$ cat src/fpr_defs.svh
`ifndef FPR_DEFS_SVH
`define FPR_DEFS_SVH

// Board clock and reset timing
`define FPR_CLK_HZ 10000000
`define FPR_MS_PER_S 1000
`define FPR_SYSRST_MS 200
`define FPR_CNT_W 24

// Debounce filter
`define FPR_DEB_W 16
`define FPR_DEB_RST 16'h2710

// Debug serial port power-up format
`define FPR_BAUD 9600
`define FPR_BAUD_OVS 16
`define FPR_BAUD_DIV (`FPR_CLK_HZ / (`FPR_BAUD_OVS * `FPR_BAUD))
`define FPR_UF_LEN8 2'h3
`define FPR_UF_STOP1 1'h0
`define FPR_UF_NOPAR 1'h0

// Register byte offsets
`define FPR_ADDR_W 8
`define FPR_OFF_CTRL 8'h00
`define FPR_OFF_LOCMON 8'h04
`define FPR_OFF_STATUS 8'h08
`define FPR_OFF_INT_STAT 8'h0c
`define FPR_OFF_INT_MASK 8'h10
`define FPR_OFF_DEBOUNCE 8'h14
`define FPR_OFF_PORT_FMT 8'h18

// Field widths and event bit positions
`define FPR_LM_W 4
`define FPR_EV_W 3
`define FPR_EV_ABORT 0
`define FPR_EV_WDT 1
`define FPR_EV_LM 2

// AXI responses
`define FPR_RESP_OKAY 2'h0
`define FPR_RESP_SLVERR 2'h2

`endif

$ cat src/fpr_pkg.sv
`include "fpr_defs.svh"

package fpr_pkg;

  // Reset sequencer states
  typedef enum logic [1:0] {
    RS_IDLE = 2'b00,
    RS_PULSE = 2'b01,
    RS_HOLD = 2'b10
  } fpr_rs_t;

  // Pins from the board, all asynchronous to clock
  typedef struct packed {
    logic abort_n;
    logic reset_n;
    logic bp_sysreset_n;
    logic sys_ctrl;
    logic board_fail_n;
    logic bus_busy_n;
    logic [1:0] pci_gnt_n;
    logic [1:0] span_gnt_n;
  } fpr_pins_t;

  // Front panel and carrier lamps, high lights the lamp
  typedef struct packed {
    logic board_fail_lamp;
    logic cpu_lamp;
    logic upper_mezzanine_lamp;
    logic lower_mezzanine_lamp;
    logic span_upper_lamp;
    logic span_lower_lamp;
  } fpr_lamps_t;

  // Control register layout
  typedef struct packed {
    logic loc_hold;
    logic sw_sysrst;
    logic [2:0] abort_lvl;
    logic abort_en;
  } fpr_ctrl_t;

  // Debug serial port format
  typedef struct packed {
    logic parity_en;
    logic two_stop;
    logic [1:0] len;
    logic [15:0] div;
  } fpr_ufmt_t;

  // Whole state of the controller
  typedef struct packed {
    fpr_pins_t sync1;
    fpr_pins_t sync2;
    fpr_rs_t rs_state;
    logic [`FPR_CNT_W-1:0] rs_cnt;
    logic por;
    fpr_ctrl_t ctrl;
    logic [`FPR_LM_W-1:0] locmon;
    logic [`FPR_EV_W-1:0] int_stat;
    logic [`FPR_EV_W-1:0] int_mask;
    logic [`FPR_DEB_W-1:0] deb_lim;
    fpr_ufmt_t ufmt;
    logic aw_got;
    logic w_got;
    logic [`FPR_ADDR_W-1:0] awaddr;
    logic [31:0] wdata;
    logic [3:0] wstrb;
    logic bvalid;
    logic [1:0] bresp;
    logic rvalid;
    logic [31:0] rdata;
    logic [1:0] rresp;
    fpr_lamps_t lamps;
    logic drive_sr;
    logic loc_rst;
    logic abt_irq;
    logic irq;
  } fpr_state_t;

endpackage

$ cat src/fpr_ctrl.sv
// The implementer's own choices: the AXI4-Lite slave port and the register addresses.
`timescale 1ns/1ns
// Overview of operation
// - Four location-monitor bits, reachable from local bus and backplane port
// - Enabled abort press raises an interrupt at a software-chosen level
// - Abort interrupt leaves on an active-low ISA line
// - Debounced abort button level is readable in the status register
// - Abort source fires on the press edge, bounce filtered to one event
// - Reset button resets on-board devices and asserts processor hard reset
// - Reset button drives backplane system reset only as system controller
// - System controller drives backplane reset on button, power-up, watchdog, software
// - Each driven backplane system reset lasts at least 200 ms
// - Local reset from button, power-up, watchdog, backplane reset or software
// - Local reset works whether or not this board is system controller
// - Local hold bit keeps the board in reset while set
// - Board-fail lamp lights while the failure signal is low, three clocks after the pin
// - Processor lamp lights while processor bus busy is asserted
// - Upper mezzanine lamp follows slot 2 grant, lower follows slot 1
// - Carrier lamps both lit during reset, else follow slot mastership
// - Debug port is asynchronous and powers up as 8N1 at 9600 baud
module fpr_ctrl
  import fpr_pkg::*;
#(
  parameter int CLK_HZ = `FPR_CLK_HZ,
  parameter int SYSRST_CYC =
    (`FPR_SYSRST_MS * CLK_HZ + `FPR_MS_PER_S - 1) / `FPR_MS_PER_S
) (
  // Clock, enable and reset
  input logic clock,
  input logic ce,
  input logic sys_rst,
  // AXI4-Lite write channels
  input logic [`FPR_ADDR_W-1:0] s_axi_awaddr,
  input logic s_axi_awvalid,
  output logic s_axi_awready,
  input logic [31:0] s_axi_wdata,
  input logic [3:0] s_axi_wstrb,
  input logic s_axi_wvalid,
  output logic s_axi_wready,
  output logic [1:0] s_axi_bresp,
  output logic s_axi_bvalid,
  input logic s_axi_bready,
  // AXI4-Lite read channels
  input logic [`FPR_ADDR_W-1:0] s_axi_araddr,
  input logic s_axi_arvalid,
  output logic s_axi_arready,
  output logic [31:0] s_axi_rdata,
  output logic [1:0] s_axi_rresp,
  output logic s_axi_rvalid,
  input logic s_axi_rready,
  // Board pins and on-board events
  input fpr_pins_t pins,
  input logic watchdog_timeout,
  // Backplane location monitor port
  input logic bp_lm_wr,
  input logic [`FPR_LM_W-1:0] bp_lm_wdata,
  output logic [`FPR_LM_W-1:0] bp_lm_q,
  // Reset outputs
  output logic bp_sysreset_o,
  output logic bp_sysreset_oe,
  output logic local_reset,
  output logic processor_hard_reset_n,
  // Interrupts
  output logic abort_isa_interrupt_n,
  output logic [2:0] abort_irq_level,
  output logic irq,
  // Lamps and serial port format
  output fpr_lamps_t lamps,
  output fpr_ufmt_t port_format_command
);

  localparam logic [`FPR_CNT_W-1:0] LAST_C = `FPR_CNT_W'(SYSRST_CYC - 1);

  // Reset value of the whole state
  localparam fpr_state_t ST_RST = '{
    sync1: '1,
    sync2: '1,
    rs_state: RS_IDLE,
    rs_cnt: '0,
    por: 1'b1,
    ctrl: '0,
    locmon: '0,
    int_stat: '0,
    int_mask: '0,
    deb_lim: `FPR_DEB_RST,
    ufmt: '{parity_en: `FPR_UF_NOPAR, two_stop: `FPR_UF_STOP1,
            len: `FPR_UF_LEN8, div: 16'(`FPR_BAUD_DIV)},
    aw_got: 1'b0,
    w_got: 1'b0,
    awaddr: '0,
    wdata: '0,
    wstrb: '0,
    bvalid: 1'b0,
    bresp: `FPR_RESP_OKAY,
    rvalid: 1'b0,
    rdata: '0,
    rresp: `FPR_RESP_OKAY,
    lamps: '{span_upper_lamp: 1'b1, span_lower_lamp: 1'b1, default: 1'b0},
    drive_sr: 1'b0,
    loc_rst: 1'b1,
    abt_irq: 1'b0,
    irq: 1'b0
  };

  fpr_state_t st_q;
  fpr_state_t st_d;
  logic deb_level;
  logic deb_press;

  if (SYSRST_CYC < 1 || SYSRST_CYC >= (2 ** `FPR_CNT_W)) begin : g_chk
    $error("fpr_ctrl: SYSRST_CYC does not fit the reset counter");
  end

  // Byte-lane merge of a write into a register image
  function automatic logic [31:0] fpr_merge(input logic [31:0] old,
                                            input logic [31:0] val,
                                            input logic [3:0] strb);
    logic [31:0] res;
    res = old;
    for (int i = 0; i < 4; i++) begin
      if (strb[i]) begin
        res[8*i +: 8] = val[8*i +: 8];
      end
    end
    return res;
  endfunction

  // True for an address that maps to a register
  function automatic logic fpr_mapped(input logic [`FPR_ADDR_W-1:0] a);
    case (a)
      `FPR_OFF_CTRL, `FPR_OFF_LOCMON, `FPR_OFF_STATUS,
      `FPR_OFF_INT_STAT, `FPR_OFF_INT_MASK, `FPR_OFF_DEBOUNCE,
      `FPR_OFF_PORT_FMT: fpr_mapped = 1'b1;
      default: fpr_mapped = 1'b0;
    endcase
  endfunction

  // Abort button filter, pressed means pin low
  fpr_debounce #(
    .CW(`FPR_DEB_W)
  ) u_abort_deb (
    .clock(clock),
    .ce(ce),
    .sys_rst(sys_rst),
    .din(!st_q.sync2.abort_n),
    .limit(st_q.deb_lim),
    .level(deb_level),
    .press(deb_press)
  );

  // Next state of synchronisers, sequencer, registers and bus
  always_comb begin
    fpr_pins_t s;
    logic src;
    logic bp_rst;
    logic [`FPR_EV_W-1:0] set_ev;
    logic [`FPR_EV_W-1:0] clr_ev;
    logic [31:0] img;
    logic [`FPR_ADDR_W-1:0] ra;
    s = st_q.sync2;
    src = 1'b0;
    bp_rst = 1'b0;
    set_ev = '0;
    clr_ev = '0;
    img = '0;
    ra = s_axi_araddr;
    st_d = st_q;

    // Two-stage pin synchronisers
    st_d.sync1 = pins;
    st_d.sync2 = st_q.sync1;

    // Reset sources
    bp_rst = !s.bp_sysreset_n;
    src = !s.reset_n | st_q.por | watchdog_timeout | st_q.ctrl.sw_sysrst;

    // Minimum-width reset sequencer
    case (st_q.rs_state)
      RS_IDLE: begin
        if (src) begin
          st_d.rs_state = RS_PULSE;
          st_d.rs_cnt = '0;
          st_d.por = 1'b0;
        end
      end
      RS_PULSE: begin
        if (st_q.rs_cnt == LAST_C) begin
          st_d.rs_state = src ? RS_HOLD : RS_IDLE;
        end else begin
          st_d.rs_cnt = st_q.rs_cnt + 1'b1;
        end
      end
      RS_HOLD: begin
        if (!src) begin
          st_d.rs_state = RS_IDLE;
        end
      end
      default: begin
        st_d.rs_state = RS_IDLE;
      end
    endcase

    // Backplane drive only as system controller
    st_d.drive_sr = (st_d.rs_state != RS_IDLE) && s.sys_ctrl;
    // Local reset regardless of controller role
    st_d.loc_rst = (st_d.rs_state != RS_IDLE) | bp_rst;

    // AXI write address and data, taken in either order
    if (s_axi_awvalid && s_axi_awready) begin
      st_d.aw_got = 1'b1;
      st_d.awaddr = s_axi_awaddr;
    end
    if (s_axi_wvalid && s_axi_wready) begin
      st_d.w_got = 1'b1;
      st_d.wdata = s_axi_wdata;
      st_d.wstrb = s_axi_wstrb;
    end
    if (st_q.bvalid && s_axi_bready) begin
      st_d.bvalid = 1'b0;
    end

    // Register write once both halves are held
    if (st_q.aw_got && st_q.w_got) begin
      st_d.aw_got = 1'b0;
      st_d.w_got = 1'b0;
      st_d.bvalid = 1'b1;
      st_d.bresp = fpr_mapped(st_q.awaddr) ? `FPR_RESP_OKAY
                                           : `FPR_RESP_SLVERR;
      case (st_q.awaddr)
        `FPR_OFF_CTRL: begin
          img = fpr_merge(32'(st_q.ctrl), st_q.wdata, st_q.wstrb);
          st_d.ctrl = img[5:0];
        end
        `FPR_OFF_LOCMON: begin
          img = fpr_merge(32'(st_q.locmon), st_q.wdata, st_q.wstrb);
          st_d.locmon = img[`FPR_LM_W-1:0];
        end
        `FPR_OFF_INT_STAT: begin
          img = fpr_merge(32'h00000000, st_q.wdata, st_q.wstrb);
          clr_ev = img[`FPR_EV_W-1:0];
        end
        `FPR_OFF_INT_MASK: begin
          img = fpr_merge(32'(st_q.int_mask), st_q.wdata, st_q.wstrb);
          st_d.int_mask = img[`FPR_EV_W-1:0];
        end
        `FPR_OFF_DEBOUNCE: begin
          img = fpr_merge(32'(st_q.deb_lim), st_q.wdata, st_q.wstrb);
          st_d.deb_lim = img[`FPR_DEB_W-1:0];
        end
        `FPR_OFF_PORT_FMT: begin
          img = fpr_merge(32'(st_q.ufmt), st_q.wdata, st_q.wstrb);
          st_d.ufmt = img[19:0];
        end
        default: begin
          img = '0;
        end
      endcase
    end

    // Backplane write to the monitor bits wins over a local one
    if (bp_lm_wr) begin
      st_d.locmon = bp_lm_wdata;
    end

    // Sticky events, a new event beats a clear in the same cycle
    set_ev[`FPR_EV_ABORT] = deb_press;
    set_ev[`FPR_EV_WDT] = watchdog_timeout;
    set_ev[`FPR_EV_LM] = bp_lm_wr;
    st_d.int_stat = (st_q.int_stat & ~clr_ev) | set_ev;

    // AXI read, data captured at the address handshake
    if (st_q.rvalid && s_axi_rready) begin
      st_d.rvalid = 1'b0;
    end
    if (s_axi_arvalid && s_axi_arready) begin
      st_d.rvalid = 1'b1;
      st_d.rresp = fpr_mapped(ra) ? `FPR_RESP_OKAY : `FPR_RESP_SLVERR;
      case (ra)
        `FPR_OFF_CTRL: st_d.rdata = 32'(st_q.ctrl);
        `FPR_OFF_LOCMON: st_d.rdata = 32'(st_q.locmon);
        `FPR_OFF_STATUS: begin
          st_d.rdata = 32'({st_q.drive_sr, st_q.loc_rst,
                            s.sys_ctrl, deb_level});
        end
        `FPR_OFF_INT_STAT: st_d.rdata = 32'(st_q.int_stat);
        `FPR_OFF_INT_MASK: st_d.rdata = 32'(st_q.int_mask);
        `FPR_OFF_DEBOUNCE: st_d.rdata = 32'(st_q.deb_lim);
        `FPR_OFF_PORT_FMT: st_d.rdata = 32'(st_q.ufmt);
        default: st_d.rdata = 32'h00000000;
      endcase
    end

    // Local hold from software
    st_d.loc_rst = st_d.loc_rst | st_d.ctrl.loc_hold;

    // Interrupt outputs
    st_d.abt_irq = st_d.ctrl.abort_en & st_d.int_stat[`FPR_EV_ABORT];
    st_d.irq = |(st_d.int_stat & st_d.int_mask);

    // Lamps
    st_d.lamps.board_fail_lamp = !s.board_fail_n;
    st_d.lamps.cpu_lamp = !s.bus_busy_n;
    st_d.lamps.upper_mezzanine_lamp = !s.pci_gnt_n[1];
    st_d.lamps.lower_mezzanine_lamp = !s.pci_gnt_n[0];
    st_d.lamps.span_upper_lamp = st_d.loc_rst | !s.span_gnt_n[1];
    st_d.lamps.span_lower_lamp = st_d.loc_rst | !s.span_gnt_n[0];
  end

  // State register, frozen while ce is low
  always_ff @(posedge clock) begin
    if (sys_rst) begin
      st_q <= ST_RST;
    end else if (ce) begin
      st_q <= st_d;
    end
  end

  // Bus handshakes
  assign s_axi_awready = !st_q.aw_got && !st_q.bvalid;
  assign s_axi_wready = !st_q.w_got && !st_q.bvalid;
  assign s_axi_bvalid = st_q.bvalid;
  assign s_axi_bresp = st_q.bresp;
  assign s_axi_arready = !st_q.rvalid;
  assign s_axi_rvalid = st_q.rvalid;
  assign s_axi_rdata = st_q.rdata;
  assign s_axi_rresp = st_q.rresp;

  // Block outputs
  assign bp_lm_q = st_q.locmon;
  assign bp_sysreset_o = 1'b0;
  assign bp_sysreset_oe = st_q.drive_sr;
  assign local_reset = st_q.loc_rst;
  assign processor_hard_reset_n = !st_q.loc_rst;
  assign abort_isa_interrupt_n = !st_q.abt_irq;
  assign abort_irq_level = st_q.ctrl.abort_lvl;
  assign irq = st_q.irq;
  assign lamps = st_q.lamps;
  assign port_format_command = st_q.ufmt;
endmodule

$ cat src/fpr_debounce.sv
`timescale 1ns/1ns

module fpr_debounce
  import fpr_pkg::*;
#(
  parameter int CW = 16
) (
  // Clock, enable and reset
  input logic clock,
  input logic ce,
  input logic sys_rst,
  // Filtered input
  input logic din,
  input logic [CW-1:0] limit,
  output logic level,
  output logic press
);

  typedef struct packed {
    logic [CW-1:0] cnt;
    logic level;
    logic press;
  } fpr_deb_state_t;

  fpr_deb_state_t st_q;
  fpr_deb_state_t st_d;

  if (CW < 2) begin : g_chk
    $error("fpr_debounce: CW too small");
  end

  // Accept a new level only after it has stayed put past the limit
  always_comb begin
    st_d = st_q;
    st_d.press = 1'b0;
    if (din == st_q.level) begin
      st_d.cnt = '0;
    end else if (st_q.cnt >= limit) begin
      st_d.level = din;
      st_d.press = din;
      st_d.cnt = '0;
    end else begin
      st_d.cnt = st_q.cnt + 1'b1;
    end
  end

  // State register
  always_ff @(posedge clock) begin
    if (sys_rst) begin
      st_q <= '0;
    end else if (ce) begin
      st_q <= st_d;
    end
  end

  assign level = st_q.level;
  assign press = st_q.press;

endmodule

$ cat config.mk
export PLATFORM = sky130hd
export DESIGN_NAME = fpr_ctrl
export DESIGN_NICKNAME = d
export VERILOG_FILES = /design/src/fpr_pkg.sv /design/src/fpr_ctrl.sv /design/src/fpr_debounce.sv
export VERILOG_INCLUDE_DIRS = /design/src
export SDC_FILE = /design/constraint.sdc
export NUM_CORES = 1
export LEC_CHECK = 0
export ABC_CLOCK_PERIOD_IN_PS = 2890
export BUFFER_PORTS_ARGS = -buffer_cell sky130_fd_sc_hd__clkbuf_2
export CAP_MARGIN = 20
export CELL_PAD_IN_SITES_DETAIL_PLACEMENT = 2
export CELL_PAD_IN_SITES_GLOBAL_PLACEMENT = 2
export CORE_MARGIN = 5
export CORE_UTILIZATION = 33
export CTS_CLUSTER_SIZE = 28
export DETAILED_ROUTE_END_ITERATION = 8
export GPL_TIMING_DRIVEN = 0
export MAX_ROUTING_LAYER = met4
export PLACE_DENSITY_LB_ADDON = 0.1
export SETUP_SLACK_MARGIN = 0.1
export SLEW_MARGIN = 30
export SYNTH_ARGS = -nofsm -noshare
export SYNTH_HDL_FRONTEND = slang
export SYNTH_SLANG_ARGS = --single-unit
$ cat constraint.sdc
create_clock -name clock -period 2.89 [get_ports clock]
set_input_delay 0.1445 -clock clock [delete_from_list [all_inputs] [get_ports clock]]
set_output_delay 0.1445 -clock clock [all_outputs]
set_load 0.01 [all_outputs]
-- After elaboration in Yosys (flattened, before gate mapping)
Cells that the tools add are included.
- bits in registers: 198
- input port bits: 76
- output and inout bits: 80
- word-level logic and storage cells: 190
- $add $sub $neg: 2
- order comparisons: 1
- eq/ne operators: 18
- muxes and demuxes: 43
- bitwise gates (word level): 13
- reduce and logical (&&, ||, !) cells: 57
- operators by type and width (cell ; count):
    case mux 20 bit (7 select lines) ; 1
    equality test 8 x 5 -> 1 bit (second input constant) ; 6
    two-way mux 16 bit ; 3
    case mux 24 bit (2 select lines) ; 1
    two-way mux 41 bit ; 1
    two-way mux 35 bit ; 1
    equality test 8 x 4 -> 1 bit (second input constant) ; 4
    two-way mux 8 bit ; 4
    AND reduction 4 bit ; 8
    two-way mux 27 bit ; 1
    adder 24 x 1 -> 24 bit (second input constant) ; 1
    equality test 24 x 21 -> 1 bit (second input constant) ; 1
    two-way mux 24 bit ; 1
    two-way mux 20 bit ; 1
    two-way mux 3 bit ; 6
    nonzero test 2 bit ; 9
    adder 16 x 1 -> 16 bit (second input constant) ; 1
    equality test 8 x 3 -> 1 bit (second input constant) ; 2
    greater-or-equal comparator 16 bit ; 1
    zero test 8 bit ; 2
    two-way mux 4 bit ; 4
    AND reduction 2 bit ; 8
    zero test 1 bit ; 15
    OR reduction 7 bit ; 2
    other kinds (19) ; 50

-- Logic depth before layout (Yosys ltp)
Gate-level depths: netlist of the first run.
- word-level depth: 11
- gate-level depth with buffers: 9

-- By module
Synthesis of the first run repeated with hierarchy kept, for this count alone.
- cells, all modules: 1041
- area total of the unflattened synthesis: 8874.8 um^2
- modules (own cells, without submodules) (module ; instances ; cells an instance ; area an instance (um^2) ; seq. area each (um^2)):
    fpr_ctrl ; 1 ; 875 ; 7543.5 ; 3323.2
    fpr_debounce ; 1 ; 166 ; 1331.3 ; 360.3

-- Worst setup path before layout of the first run
Ideal clock, no wire load.
- path type: flip-flop to flip-flop
- from: register st_q[129] (netlist bit)
- to: register u_abort_deb.st_q[16] (netlist bit)
- arrival time: 2.177 ns
- data required time: 2.773 ns
- path slack: 0.596 ns
- stages on the path, launching flop included: 10
- clock period less this slack: 2.294 ns
- cell sequence: dfxtp_1 inv_1 ha_1 and4_1 nand4_1 or4_1 and4b_1 clkbuf_1 and3_1 o22a_1
- longest elaborated chain between the ends: 3
- RTL lines (item ; RTL line ; RTL):
    start: declaration ; fpr_ctrl.sv:105 ; fpr_state_t st_q;
    start signal: assignment ; fpr_ctrl.sv:314 ; st_q <= st_d;
    greater-or-equal comparator 16 bit ; fpr_debounce.sv:38 ; end else if (st_q.cnt >= limit) begin
    two-way mux 16 bit ; fpr_debounce.sv:38 ;
    two-way mux 16 bit ; fpr_debounce.sv:36 ; if (din == st_q.level) begin
    end signal: assignment ; fpr_debounce.sv:52 ; st_q <= st_d;
    end: declaration ; fpr_debounce.sv:25 ; fpr_deb_state_t st_q;
Every way passes these cells.
A chain may end at the register's enable or synchronous reset.

-- Worst setup path in the final report of the first run
- from: register st_q[127] (netlist bit)
- to: register u_abort_deb.st_q[16] (netlist bit)
The elaborated chain is that of the path after synthesis.

==> results_dict.tcl, run 1 <==
set metrics [dict create \
    run_status "completed" \
    worstPathArrival_ns 3.01 \
    synth_largest_area_cell "dfxtp_1" \
    ctsLongestPathBuffers 2 \
    critical_path.slowest_cell "or4_4" \
    fp.dieArea_sq_um 29700 \
    drt-wirelength-per-cell_um 19.7 \
    setup_viol 0 \
    worstPathBufferInverterCount 2 \
    yosys-top-cells-area "dfxtp_1 (42%), nand2_1 (6.9%), mux2i_1 (6.2%), buf_4 (6.1%), a21oi_1 (5.6%)" \
    top_level_ports 156 \
    fillCellCount 2969 \
    crit_path_cell_trace "inv_1 -> ha_1 -> and4_1 -> nand4_1 -> or4_4 -> and4b_1 -> clkbuf_1 -> and3_1 -> o22a_1" \
    worst-slew-pin-transition_ns 0.890 \
    postSynthRegisterBits 184 \
    period_share_pct 92.5 \
    final-hold-violation-count 0 \
    port_buffers 125 \
    drc 0 \
    yosysWarnings 0 \
    route.vias.total 8071 \
    fraction_of_synthesized_cell_area_taken_by_the_top_area_cell_type_pct 42.3 \
    synth.top_cells.by_count "dfxtp_1 (184), nand2_1 (161), nor2_1 (108), a21oi_1 (98), buf_4 (71)" \
    number_of_buffers_created_by_cts 17 \
    irDropWorstVdd_mv 0.284 \
    final.min_clock_period_ns 2.67 \
    finalMaxSlewViolations 0 \
    area_delta_synth_final_pct 24.7 \
    setup_crit_start_kind "flip-flop" \
    max_slew_margin_pct 40.7 \
    multi_input_comb_area_sq_um 4230 \
    grt_setup_unrepaired "yes" \
    grt_pass1_vias 8899 \
    num_rows 59 \
    antenna_found_initial 0 \
    synth_instances 1045 \
    clock_latency_ns 0.44 \
    grt_start_max_net_pins 17 \
    synthesis.area_sq_um 8710 \
    critical_path_capture_point_type "flip-flop" \
    ff_latch_area_sq_um 3680 \
    cts_tree "yes" \
    h_tree_level_count 4 \
    antennaDiodeCount 0 \
    total_routing_usage_reported_by_global_routing_pct 22.2 \
    postSynth.asyncResetShare_pct 0 \
    reg2reg_depth 9 \
    placedCellCount 1519 \
    finalSetupTns_ns 0 \
    yosysSeqAreaShare_pct 42.3 \
    synth_enable_flop_cells 0 \
    cts_root_buffer "clkbuf_16" \
    critical_path_peak_fanout 7 \
    finalCoreUtilization_pct 41.8 \
    residual_antenna_violating_net_count_after_detailed_routing 0 \
    cellPowerDensity_nw_per_um2 516 \
    path_clk_slew_ns 0.07 \
    clock_sinks 184 \
    mean_syn_cell_area_sq_um 8.33 \
    postRouteWirelength_um 31500 \
    detailedPlacementHpwl_um 23400 \
    synth_cell_type_count 64 \
    yosysMostFrequentCell "dfxtp_1" \
    finalWeightedCongestion 0.786 \
    final_cells 1594 \
    die_w_um 172 \
    drt_first_iter_violations 335 \
    critical_path_cell_count 9 \
    start_util_pct 33.5 \
    critical_path.max_stage_delay_ns 0.60 \
    max-cap-violations 0 \
    drive_above_1_share_pct 19.6 \
    fp.dieH_um 172 \
    grt_remaining_overflow 0 \
    standard_cell_core_area_sq_um 26000 \
    required_ns 3.22 \
    layout.nets 1341 \
    yosys_most_used_dff "dfxtp_1" \
    max_clock_freq_mhz 374 \
    avgViaCountPerCell 5.06 \
    critical_path_class "reg2reg" \
    grt_pass1_wl_um 49700 \
    holdPathStages 3 \
    path_delay_family "simple AND/OR/NAND/NOR gates" \
    fin_skew_ns 0.0161 \
    drt_pass1_iterations 5 \
    leak_pwr_uw 0.00447 \
    min-delay-path-class "in2reg" \
]
## what timing repair did
action                                 CTS  global route
endpoints found under the hold margin   43             0
pin swaps                                0             0
resized for setup                        0             3
setup endpoints to repair                2             9
hold buffers                            43             0
setup buffers                            1             0
## metrics by stage
step	hold WS, ns	setup WS, ns	total power (uW)	instance area [sq um]
2_1_floorplan	0.273	0.596	2940	8760
3_3_place_gp	0.363	0.0994	3120	9800
3_5_place_dp	0.371	0.0290	3130	9800
4_1_cts	0.0269	0.131	5660	10800
5_1_grt	0.0515	0.0665	5800	10900
6_report	0.0524	0.216	5600	10900
## cell type report
class,count,area share (%)
Inverter,30,1.04
Clock buffer,19,3.99
Clock inverter,12,1.53
Sequential cell,184,33.9
Timing Repair Buffer,169,9.80
Tap cell,335,3.86
Buffer,126,6.87
Multi-Input combinational cell,719,39.0
## state kept, by name, indices dropped and copies added (netlist names)
register and count:
u_abort_deb.press 1, s_axi_rvalid 1, lamps 6, s_axi_rdata 20
local_reset 1, abort_irq_level 3, s_axi_bresp 1, u_abort_deb.level 1
port_format_command 20, bp_sysreset_oe 1, bp_lm_q 4, st_q 96
u_abort_deb.st_q 16, s_axi_rresp 1, s_axi_bvalid 1, irq 1
st_d 10
## worst register-to-register path: stages (launching register included)
cell	delay, ns
dfxtp_1	0.40
inv_1	0.06
ha_1	0.30
and4_1	0.26
nand4_1	0.17
or4_4	0.60
and4b_1	0.21
clkbuf_1	0.20
and3_1	0.20
o22a_1	0.18
## path summary, 6_finish.rpt
path	to	slack, ns	start
worst max-delay path	u_abort_deb.st_q[16]$_SDFFE_PP0P_	0.22	st_q[127]$_SDFFE_PP1P_
worst min-delay path	bp_lm_q[2]$_SDFFE_PP0P_	0.05	bp_lm_wdata[2]
worst max register to register	u_abort_deb.st_q[16]$_SDFFE_PP0P_	0.22	st_q[127]$_SDFFE_PP1P_
worst min register to register	lamps[1]$_SDFFE_PP1P_	0.44	st_q[174]$_SDFFE_PP1P_
## kinds of logic after synthesis
family | share of synthesized area, %
flops | 42.3
mux | 6.98
simple gates | 23.6
other cells | 0.0431
xor+xnor | 2.72
compound gates | 11.9
buf+inv | 9.86
fa+ha+maj | 2.59
## metal layers
metal | GRT usage [%] | routed length (um) | vias up
met2 | 39.0 | 15700 | 143
met4 | 5.02 | 469 | 0
met5 | - | 0 | -
met1 | 27.1 | 14300 | 3979
li1 | - | - | 3919
met3 | 2.95 | 1070 | 30
## power breakdown
part	switching [uW]	internal, uW	total (uW)
combinational	292	192	484
sequential	50.7	2590	2640
clock	1100	1380	2470
## placed cells by master, fill, tap and decap left out, types with 43 or more instances in the layout
master,Yosys,layout
a21oi_1,98,97
buf_4,71,72
clkbuf_1,45,47
clkbuf_2,0,125
dfxtp_1,184,183
dlygate4sd3_1,0,43
mux2i_1,54,54
nand2_1,161,161
nand3_1,56,56
nor2_1,108,108
No activity file was read; power rests on OpenSTA's default activity.
==> inputs of run 2 (changes only) <==
--- a/config.mk
+++ b/config.mk
@@ -11,6 +11,7 @@
 export CAP_MARGIN = 20
 export CELL_PAD_IN_SITES_DETAIL_PLACEMENT = 2
 export CELL_PAD_IN_SITES_GLOBAL_PLACEMENT = 2
+export CORE_ASPECT_RATIO = 0.5
 export CORE_MARGIN = 5
 export CORE_UTILIZATION = 33
 export CTS_CLUSTER_SIZE = 28
==> run 2 against run 1 <==
  * Via count rose by 2.6%
  * Sequential cell count did not move
  * Core utilization fell by 0.49 points
  * First-iteration DRC count rose by 33%
  * Clock power fell by 6%
  * Setup slack got worse by 0.016 ns
  * Worst hold slack got worse by 0.0068 ns
  * Fmax fell by 0.59%
  * Clock skew fell by 0.0045 ns
  * Critical path type unchanged
  * Largest power group unchanged
==> results_dict.tcl, run 2 (synthesized netlist as in run 1, its figures left out) <==
set metrics [dict create \
    route.vias.total 8279 \
    finalMaxSlewViolations 0 \
    layout.nets 1341 \
    top_level_ports 156 \
    critical_path.max_stage_delay_ns 0.61 \
    max_slew_margin_pct 37.4 \
    critical_path_peak_fanout 7 \
    whs_endpoint "bp_lm_q[0]$_SDFFE_PP0P_" \
    cts_root_buffer "clkbuf_16" \
    run_status "completed" \
    worstPathArrival_ns 3.03 \
    h_tree_level_count 4 \
    power.clock.fraction_pct 42.5 \
    fin_skew_ns 0.0116 \
    start_util_pct 33.2 \
    setup_viol 0 \
    worst-slew-pin-transition_ns 0.939 \
    reg2reg_depth 9 \
    drc 0 \
    port_buffers 125 \
    grt_setup_unrepaired "no" \
    grt_pass1_wl_um 51200 \
    cellPowerDensity_nw_per_um2 503 \
    fp.dieH_um 125 \
    worst_r2r_endpoint "u_abort_deb.st_q[16]$_SDFFE_PP0P_" \
    grt_pass1_vias 9115 \
    largest_register_ff_count 96 \
    postRouteWirelength_um 32500 \
    clock_latency_ns 0.45 \
    required_ns 3.23 \
    fp.dieArea_sq_um 29900 \
    max-cap-violations 0 \
    timing.hold.worst.start "bp_lm_wdata[0]" \
    drt-wirelength-per-cell_um 20.2 \
    netSwitchingFraction_pct 25.4 \
    drive_above_1_share_pct 19.4 \
    leak_pwr_uw 0.00445 \
    final.setup.worst_slack_ns 0.200 \
    antennaDiodeCount 0 \
    antenna_found_initial 0 \
    final.min_clock_period_ns 2.69 \
    reg2reg_setup_slack_ns 0.20 \
    mostFrequentLayoutCell "dfxtp_1" \
    path_clk_slew_ns 0.07 \
    number_of_buffers_created_by_cts 17 \
    most_flops_register "st_q" \
    clock_sinks 184 \
    cts_tree "yes" \
    worstPathBufferInverterCount 2 \
    residual_antenna_violating_net_count_after_detailed_routing 0 \
    detailedPlacementHpwl_um 23300 \
    area_delta_synth_final_pct 24.3 \
    critical_path_capture_point_type "flip-flop" \
    num_rows 42 \
    total_net_switching_power_uw 1380 \
    ctsLongestPathBuffers 2 \
    finalWeightedCongestion 0.827 \
    path_delay_family "simple AND/OR/NAND/NOR gates" \
    drt_pass1_iterations 5 \
    drt_first_iter_violations 445 \
    max_clock_freq_mhz 372 \
    total_routing_usage_reported_by_global_routing_pct 22.5 \
    holdPathStages 3 \
    cellInternalPower_uw 4060 \
    layout_common_cells "dfxtp_1 (183), nand2_1 (161), clkbuf_2 (125)" \
    pwr-share-seq_pct 48.5 \
    grt_start_max_net_pins 17 \
    critical_path.reg2reg.startpoint "st_q[126]$_SDFFE_PP0P_" \
    grt_remaining_overflow 0 \
    total_power_uw 5450 \
    dp_slack_ns 0.0572 \
    standard_cell_core_area_sq_um 26200 \
    die_w_um 240 \
    irDropWorstVdd_mv 0.369 \
    pwr-share-comb_pct 9.0 \
    avgViaCountPerCell 5.14 \
    crit_path_cell_trace "inv_1 -> ha_1 -> and4_1 -> nand4_1 -> or4_4 -> and4b_1 -> clkbuf_1 -> and3_1 -> o22a_1" \
    finalSetupTns_ns 0 \
    min-delay-path-class "in2reg" \
    final-hold-violation-count 0 \
    period_share_pct 93.1 \
    critical_path_class "reg2reg" \
    critical_path.slowest_cell "or4_4" \
    setup_crit_start_kind "flip-flop" \
]
## run 2: how the worst max path moves through the flow
stage                                start                                end  slack, ns  depth (start not counted)
floorplan           st_q[129]$_SDFFE_PP0P_  u_abort_deb.st_q[16]$_SDFFE_PP0P_       0.60                          9
global placement    st_q[129]$_SDFFE_PP0P_   u_abort_deb.st_q[4]$_SDFFE_PP0P_       0.15                          9
detailed placement  st_q[129]$_SDFFE_PP0P_   u_abort_deb.st_q[4]$_SDFFE_PP0P_       0.06                          9
CTS                 st_q[129]$_SDFFE_PP0P_  u_abort_deb.st_q[16]$_SDFFE_PP0P_       0.14                          9
global route        st_q[129]$_SDFFE_PP0P_  u_abort_deb.st_q[16]$_SDFFE_PP0P_       0.11                          9
finish              st_q[126]$_SDFFE_PP0P_  u_abort_deb.st_q[16]$_SDFFE_PP0P_       0.20                          9
## run 2: final cells by class
cell class	instances	area [sq um]
fill	2983	15400
buffer	126	746
clock inverter	9	103
inverter	30	113
clock buffer	21	450
tap	352	440
multi-input combinational	719	4230
sequential	184	3680
timing repair buffer	169	1060
## run 2: metrics by stage
stage	cells	cell area, sq um	hold WS (ns)	util (%)
2_1_floorplan	1059	8760	0.273	-
3_3_place_gp	1536	9820	0.363	37.5
3_5_place_dp	1536	9820	0.381	37.5
4_1_cts	1610	10800	0.0341	41.2
5_1_grt	1610	10800	0.0522	41.3
6_report	1610	10800	0.0456	41.3
## run 2: metal layers
metal / vias to the layer above / track usage (%) / share of wire (%)
met5: - / - / 0
met4: 0 / 5.53 / 1.5
met3: 41 / 3.76 / 2.7
met2: 112 / 38.6 / 50
met1: 4206 / 27.7 / 45
li1: 3920 / - / -
## run 2: worst min-delay path, stage by stage
cell and delay [ns]:
clkbuf_2 0.09, a21oi_1 0.14, a211oi_1 0.08
## run 2: timing repair
action | 4_1_cts | 5_1_grt
endpoints found under the setup margin | 4 | 9
hold endpoints to repair | 43 | 0
resized for setup | 0 | 2
setup buffers | 1 | 0
hold buffers | 43 | 0
## run 2: power groups by stage
| stage | clock network [uW] | logic [uW] | registers (uW) |
|---|---|---|---|
| floorplan | 0 | 260 | 2680 |
| global placement | 0 | 421 | 2700 |
| detailed placement | 0 | 434 | 2700 |
| CTS | 2370 | 484 | 2640 |
| global route | 2490 | 532 | 2650 |
| finish | 2320 | 488 | 2640 |
==> inputs of run 3 (changes only) <==
--- a/config.mk
+++ b/config.mk
@@ -6,18 +6,18 @@
 export SDC_FILE = /design/constraint.sdc
 export NUM_CORES = 1
 export LEC_CHECK = 0
-export ABC_CLOCK_PERIOD_IN_PS = 2890
+export ABC_AREA = 1
+export ABC_CLOCK_PERIOD_IN_PS = 3400
 export BUFFER_PORTS_ARGS = -buffer_cell sky130_fd_sc_hd__clkbuf_2
 export CAP_MARGIN = 20
 export CELL_PAD_IN_SITES_DETAIL_PLACEMENT = 2
 export CELL_PAD_IN_SITES_GLOBAL_PLACEMENT = 2
 export CORE_ASPECT_RATIO = 0.5
 export CORE_MARGIN = 5
-export CORE_UTILIZATION = 33
+export CORE_UTILIZATION = 34
 export CTS_CLUSTER_SIZE = 28
 export DETAILED_ROUTE_END_ITERATION = 8
 export GPL_TIMING_DRIVEN = 0
-export MAX_ROUTING_LAYER = met4
 export PLACE_DENSITY_LB_ADDON = 0.1
 export SETUP_SLACK_MARGIN = 0.1
 export SLEW_MARGIN = 30
==> constraint.sdc (replaced) <==
create_clock -name clock -period 3.4 [get_ports clock]
set_input_delay 0.17 -clock clock [delete_from_list [all_inputs] [get_ports clock]]
set_output_delay 0.17 -clock clock [all_outputs]
set_load 0.01 [all_outputs]
==> run 3 against run 2 <==
  * Clock skew about the same
  * Die area grew 3.3%
  * Final area is 4.0% higher
  * Power shrank 11%
  * Area after synthesis is 6.7% higher
  * Final cell count up 18%
  * Sequential share of layout area decreased by 1.3 points
  * Critical path type unchanged
  * Critical endpoint is now u_abort_deb.st_q[4]$_SDFFE_PP0P_
  * Largest cell class unchanged
  * Highest routed layer unchanged
==> results_dict.tcl, run 3 <==
set metrics [dict create \
    port_buffers 127 \
    total_net_switching_power_uw 1370 \
    worstPathBufferInverterCount 2 \
    die_w_um 244 \
    pwr-share-comb_pct 10.5 \
    leak_pwr_uw 0.00481 \
    layout.nets 1631 \
    drt_first_iter_violations 470 \
    run_status "completed" \
    placedInstanceArea_sq_um 10400 \
    antenna_found_initial 0 \
    drt_pass1_iterations 5 \
    yosysWarnings 0 \
    synthXorXnorAreaFrac_pct 2.55 \
    max_clock_freq_mhz 442 \
    pwr-share-seq_pct 47.4 \
    route.vias.total 9618 \
    start_util_pct 34.9 \
    standard_cell_core_area_sq_um 26600 \
    clock_latency_ns 0.46 \
    top_level_ports 156 \
    synthesis.area_sq_um 9290 \
    postSynth.asyncResetShare_pct 0 \
    largest_register_ff_count 96 \
    yosysSeqAreaShare_pct 39.7 \
    most_flops_register "st_q" \
    mostFrequentLayoutCell "nand2_1" \
    cts_tree "yes" \
    final-hold-violation-count 0 \
    layout_common_cells "nand2_1 (332), dfxtp_1 (184), nor2_1 (173)" \
    max-cap-violations 0 \
    fp.dieArea_sq_um 30900 \
    grt_pass1_vias 10600 \
    irDropWorstVdd_mv 0.367 \
    total_routing_usage_reported_by_global_routing_pct 23.3 \
    min-delay-path-class "in2reg" \
    synthAdderAreaFrac_pct 2.42 \
    netSwitchingFraction_pct 28.4 \
    period_share_pct 66.5 \
    yosys-mux-area-fraction_pct 0 \
    postRouteWirelength_um 36500 \
    synth_cell_type_count 42 \
    grt_remaining_overflow 0 \
    final.min_clock_period_ns 2.26 \
    worstPathArrival_ns 2.64 \
    mean_syn_cell_area_sq_um 6.87 \
    drive_above_1_share_pct 17.2 \
    fin_skew_ns 0.0117 \
    area_delta_synth_final_pct 21.2 \
    synth_instances 1351 \
    drt-wirelength-per-cell_um 19.2 \
    fp.dieH_um 127 \
    dp_slack_ns 1.15 \
    critical_path_capture_point_type "flip-flop" \
    postSynthRegisterBits 184 \
    grt_start_max_net_pins 18 \
    worst-slew-pin-transition_ns 0.880 \
    fillCellCount 3232 \
    cts_root_buffer "clkbuf_16" \
    cellInternalPower_uw 3450 \
    critical_path_class "reg2reg" \
    setup_crit_start_kind "flip-flop" \
    setup_viol 0 \
    grt_pass1_wl_um 57100 \
    yosysMostFrequentCell "nand2_1" \
    synth_largest_area_cell "dfxtp_1" \
    grt_setup_unrepaired "no" \
    whs_ns 0.00598 \
    postLayoutCellArea_sq_um 11300 \
    detailedPlacementHpwl_um 28000 \
    path_clk_slew_ns 0.08 \
    ctsLongestPathBuffers 2 \
    synth.top_cells.by_count "nand2_1 (332), dfxtp_1 (184), nor2_1 (173), a21oi_1 (130), inv_1 (101)" \
    num_rows 42 \
    combinational_family_with_the_most_area_after_synthesis "simple AND/OR/NAND/NOR gates" \
    h_tree_level_count 4 \
    fraction_of_synthesized_cell_area_taken_by_the_top_area_cell_type_pct 39.7 \
    avgViaCountPerCell 5.05 \
    power.clock.fraction_pct 42.1 \
    cpMostUsedCell "nand2_1" \
    synth_compound_gate_area_share_pct 14.0 \
    critical_path.max_stage_delay_ns 0.40 \
    yosys_most_used_dff "dfxtp_1" \
    finalSetupTns_ns 0 \
    clock_sinks 184 \
    final.setup.worst_slack_ns 1.14 \
    finalWeightedCongestion 0.875 \
    yosys-top-cells-area "dfxtp_1 (40%), nand2_1 (13%), a21oi_1 (7.0%), nor2_1 (7.0%), buf_4 (5.7%)" \
    postCtsSetupBuffers 0 \
    critical_path.slowest_cell "clkbuf_1" \
    max_slew_margin_pct 41.3 \
    critical_path_peak_fanout 10 \
    drc 0 \
    crit_path_cell_trace "inv_1 -> ha_1 -> nand2_1 -> nor2_1 -> nor2_1 -> nand2_1 -> nand2_1 -> nand2_1 -> nand2_1 -> clkbuf_1 -> nand4_1 -> a21oi_1" \
    path_delay_family "simple AND/OR/NAND/NOR gates" \
    required_ns 3.77 \
    number_of_buffers_created_by_cts 17 \
    synth_enable_flop_cells 0 \
    finalMaxSlewViolations 0 \
    synth_simple_gate_area_share_pct 28.7 \
    cellPowerDensity_nw_per_um2 428 \
    placedCellCount 1844 \
    residual_antenna_violating_net_count_after_detailed_routing 0 \
    final_cells 1903 \
]
[run 3: logic make-up after synthesis]
logic type                 after synthesis
AOI/OAI and AO/OA                      249
xor gates and xnor gates                27
adders and majority gates               18
buffers and inverters                  233
DFF                                    184
other                                    1
and+or+nand+nor                        639
[run 3: final cells by class]
class	instances	area, sq um	share of cell area (%)
multi-input combinational	948	4490	39.9
sequential	184	3680	32.7
timing repair buffer	153	896	7.96
buffer	121	749	6.66
clock buffer	19	443	3.93
tap	352	440	3.91
inverter	112	420	3.73
clock inverter	13	135	1.20
antenna	1	2.50	0.0222
[run 3: worst paths after layout]
| path | startpoint | endpoint | slack [ns] | cells after the start |
|---|---|---|---|---|
| hold reg to reg | st_q[176]$_SDFFE_PP1P_ | lamps[3]$_SDFFE_PP0P_ | 0.44 | 1 |
| hold / removal | s_axi_wdata[7] | st_q[59]$_SDFFE_PP0P_ | 0.006 | 3 |
| setup / recovery | st_q[117]$_SDFFE_PP0P_ | u_abort_deb.st_q[4]$_SDFFE_PP0P_ | 1.14 | 12 |
| setup reg to reg | st_q[117]$_SDFFE_PP0P_ | u_abort_deb.st_q[4]$_SDFFE_PP0P_ | 1.14 | 12 |
[run 3: layer usage]
metal  vias to the layer above  GRT usage [%]  share of wire (%)
met4                         0           5.93                1.4
met3                        35           3.30                2.9
li1                       4664              -                  -
met1                      4773           30.4                 47
met5                         -              0                  0
met2                       146           41.0                 49
[run 3: worst reg2reg max path, delay by kind of cell (launching register included)]
kind	cells	cell delay, ns
and+or+nand+nor	8	0.86
buffers and inverters	2	0.49
adders and majority gates	1	0.34
DFF	1	0.31
AOI/OAI and AO/OA	1	0.18
[run 3: through the flow]
step | util [%] | total power [uW]
2_1_floorplan | - | 2600
3_3_place_gp | 39.1 | 2780
3_5_place_dp | 39.1 | 2810
4_1_cts | 42.2 | 4840
5_1_grt | 42.2 | 4990
6_report | 42.3 | 4820
[run 3: power by group through the flow]
stage                     clock (uW)  sequential, uW  combinational, uW
final                           2030            2280                508
after detailed placement           0            2330                479
after global placement             0            2330                456
after floorplan                    0            2310                290
after global routing            2140            2290                558
after CTS                       2050            2280                508
[run 3: repair_timing]
item | in CTS | in global routing
gates resized for setup | 0 | 0
hold buffers | 26 | 0
hold endpoints to repair | 26 | 0
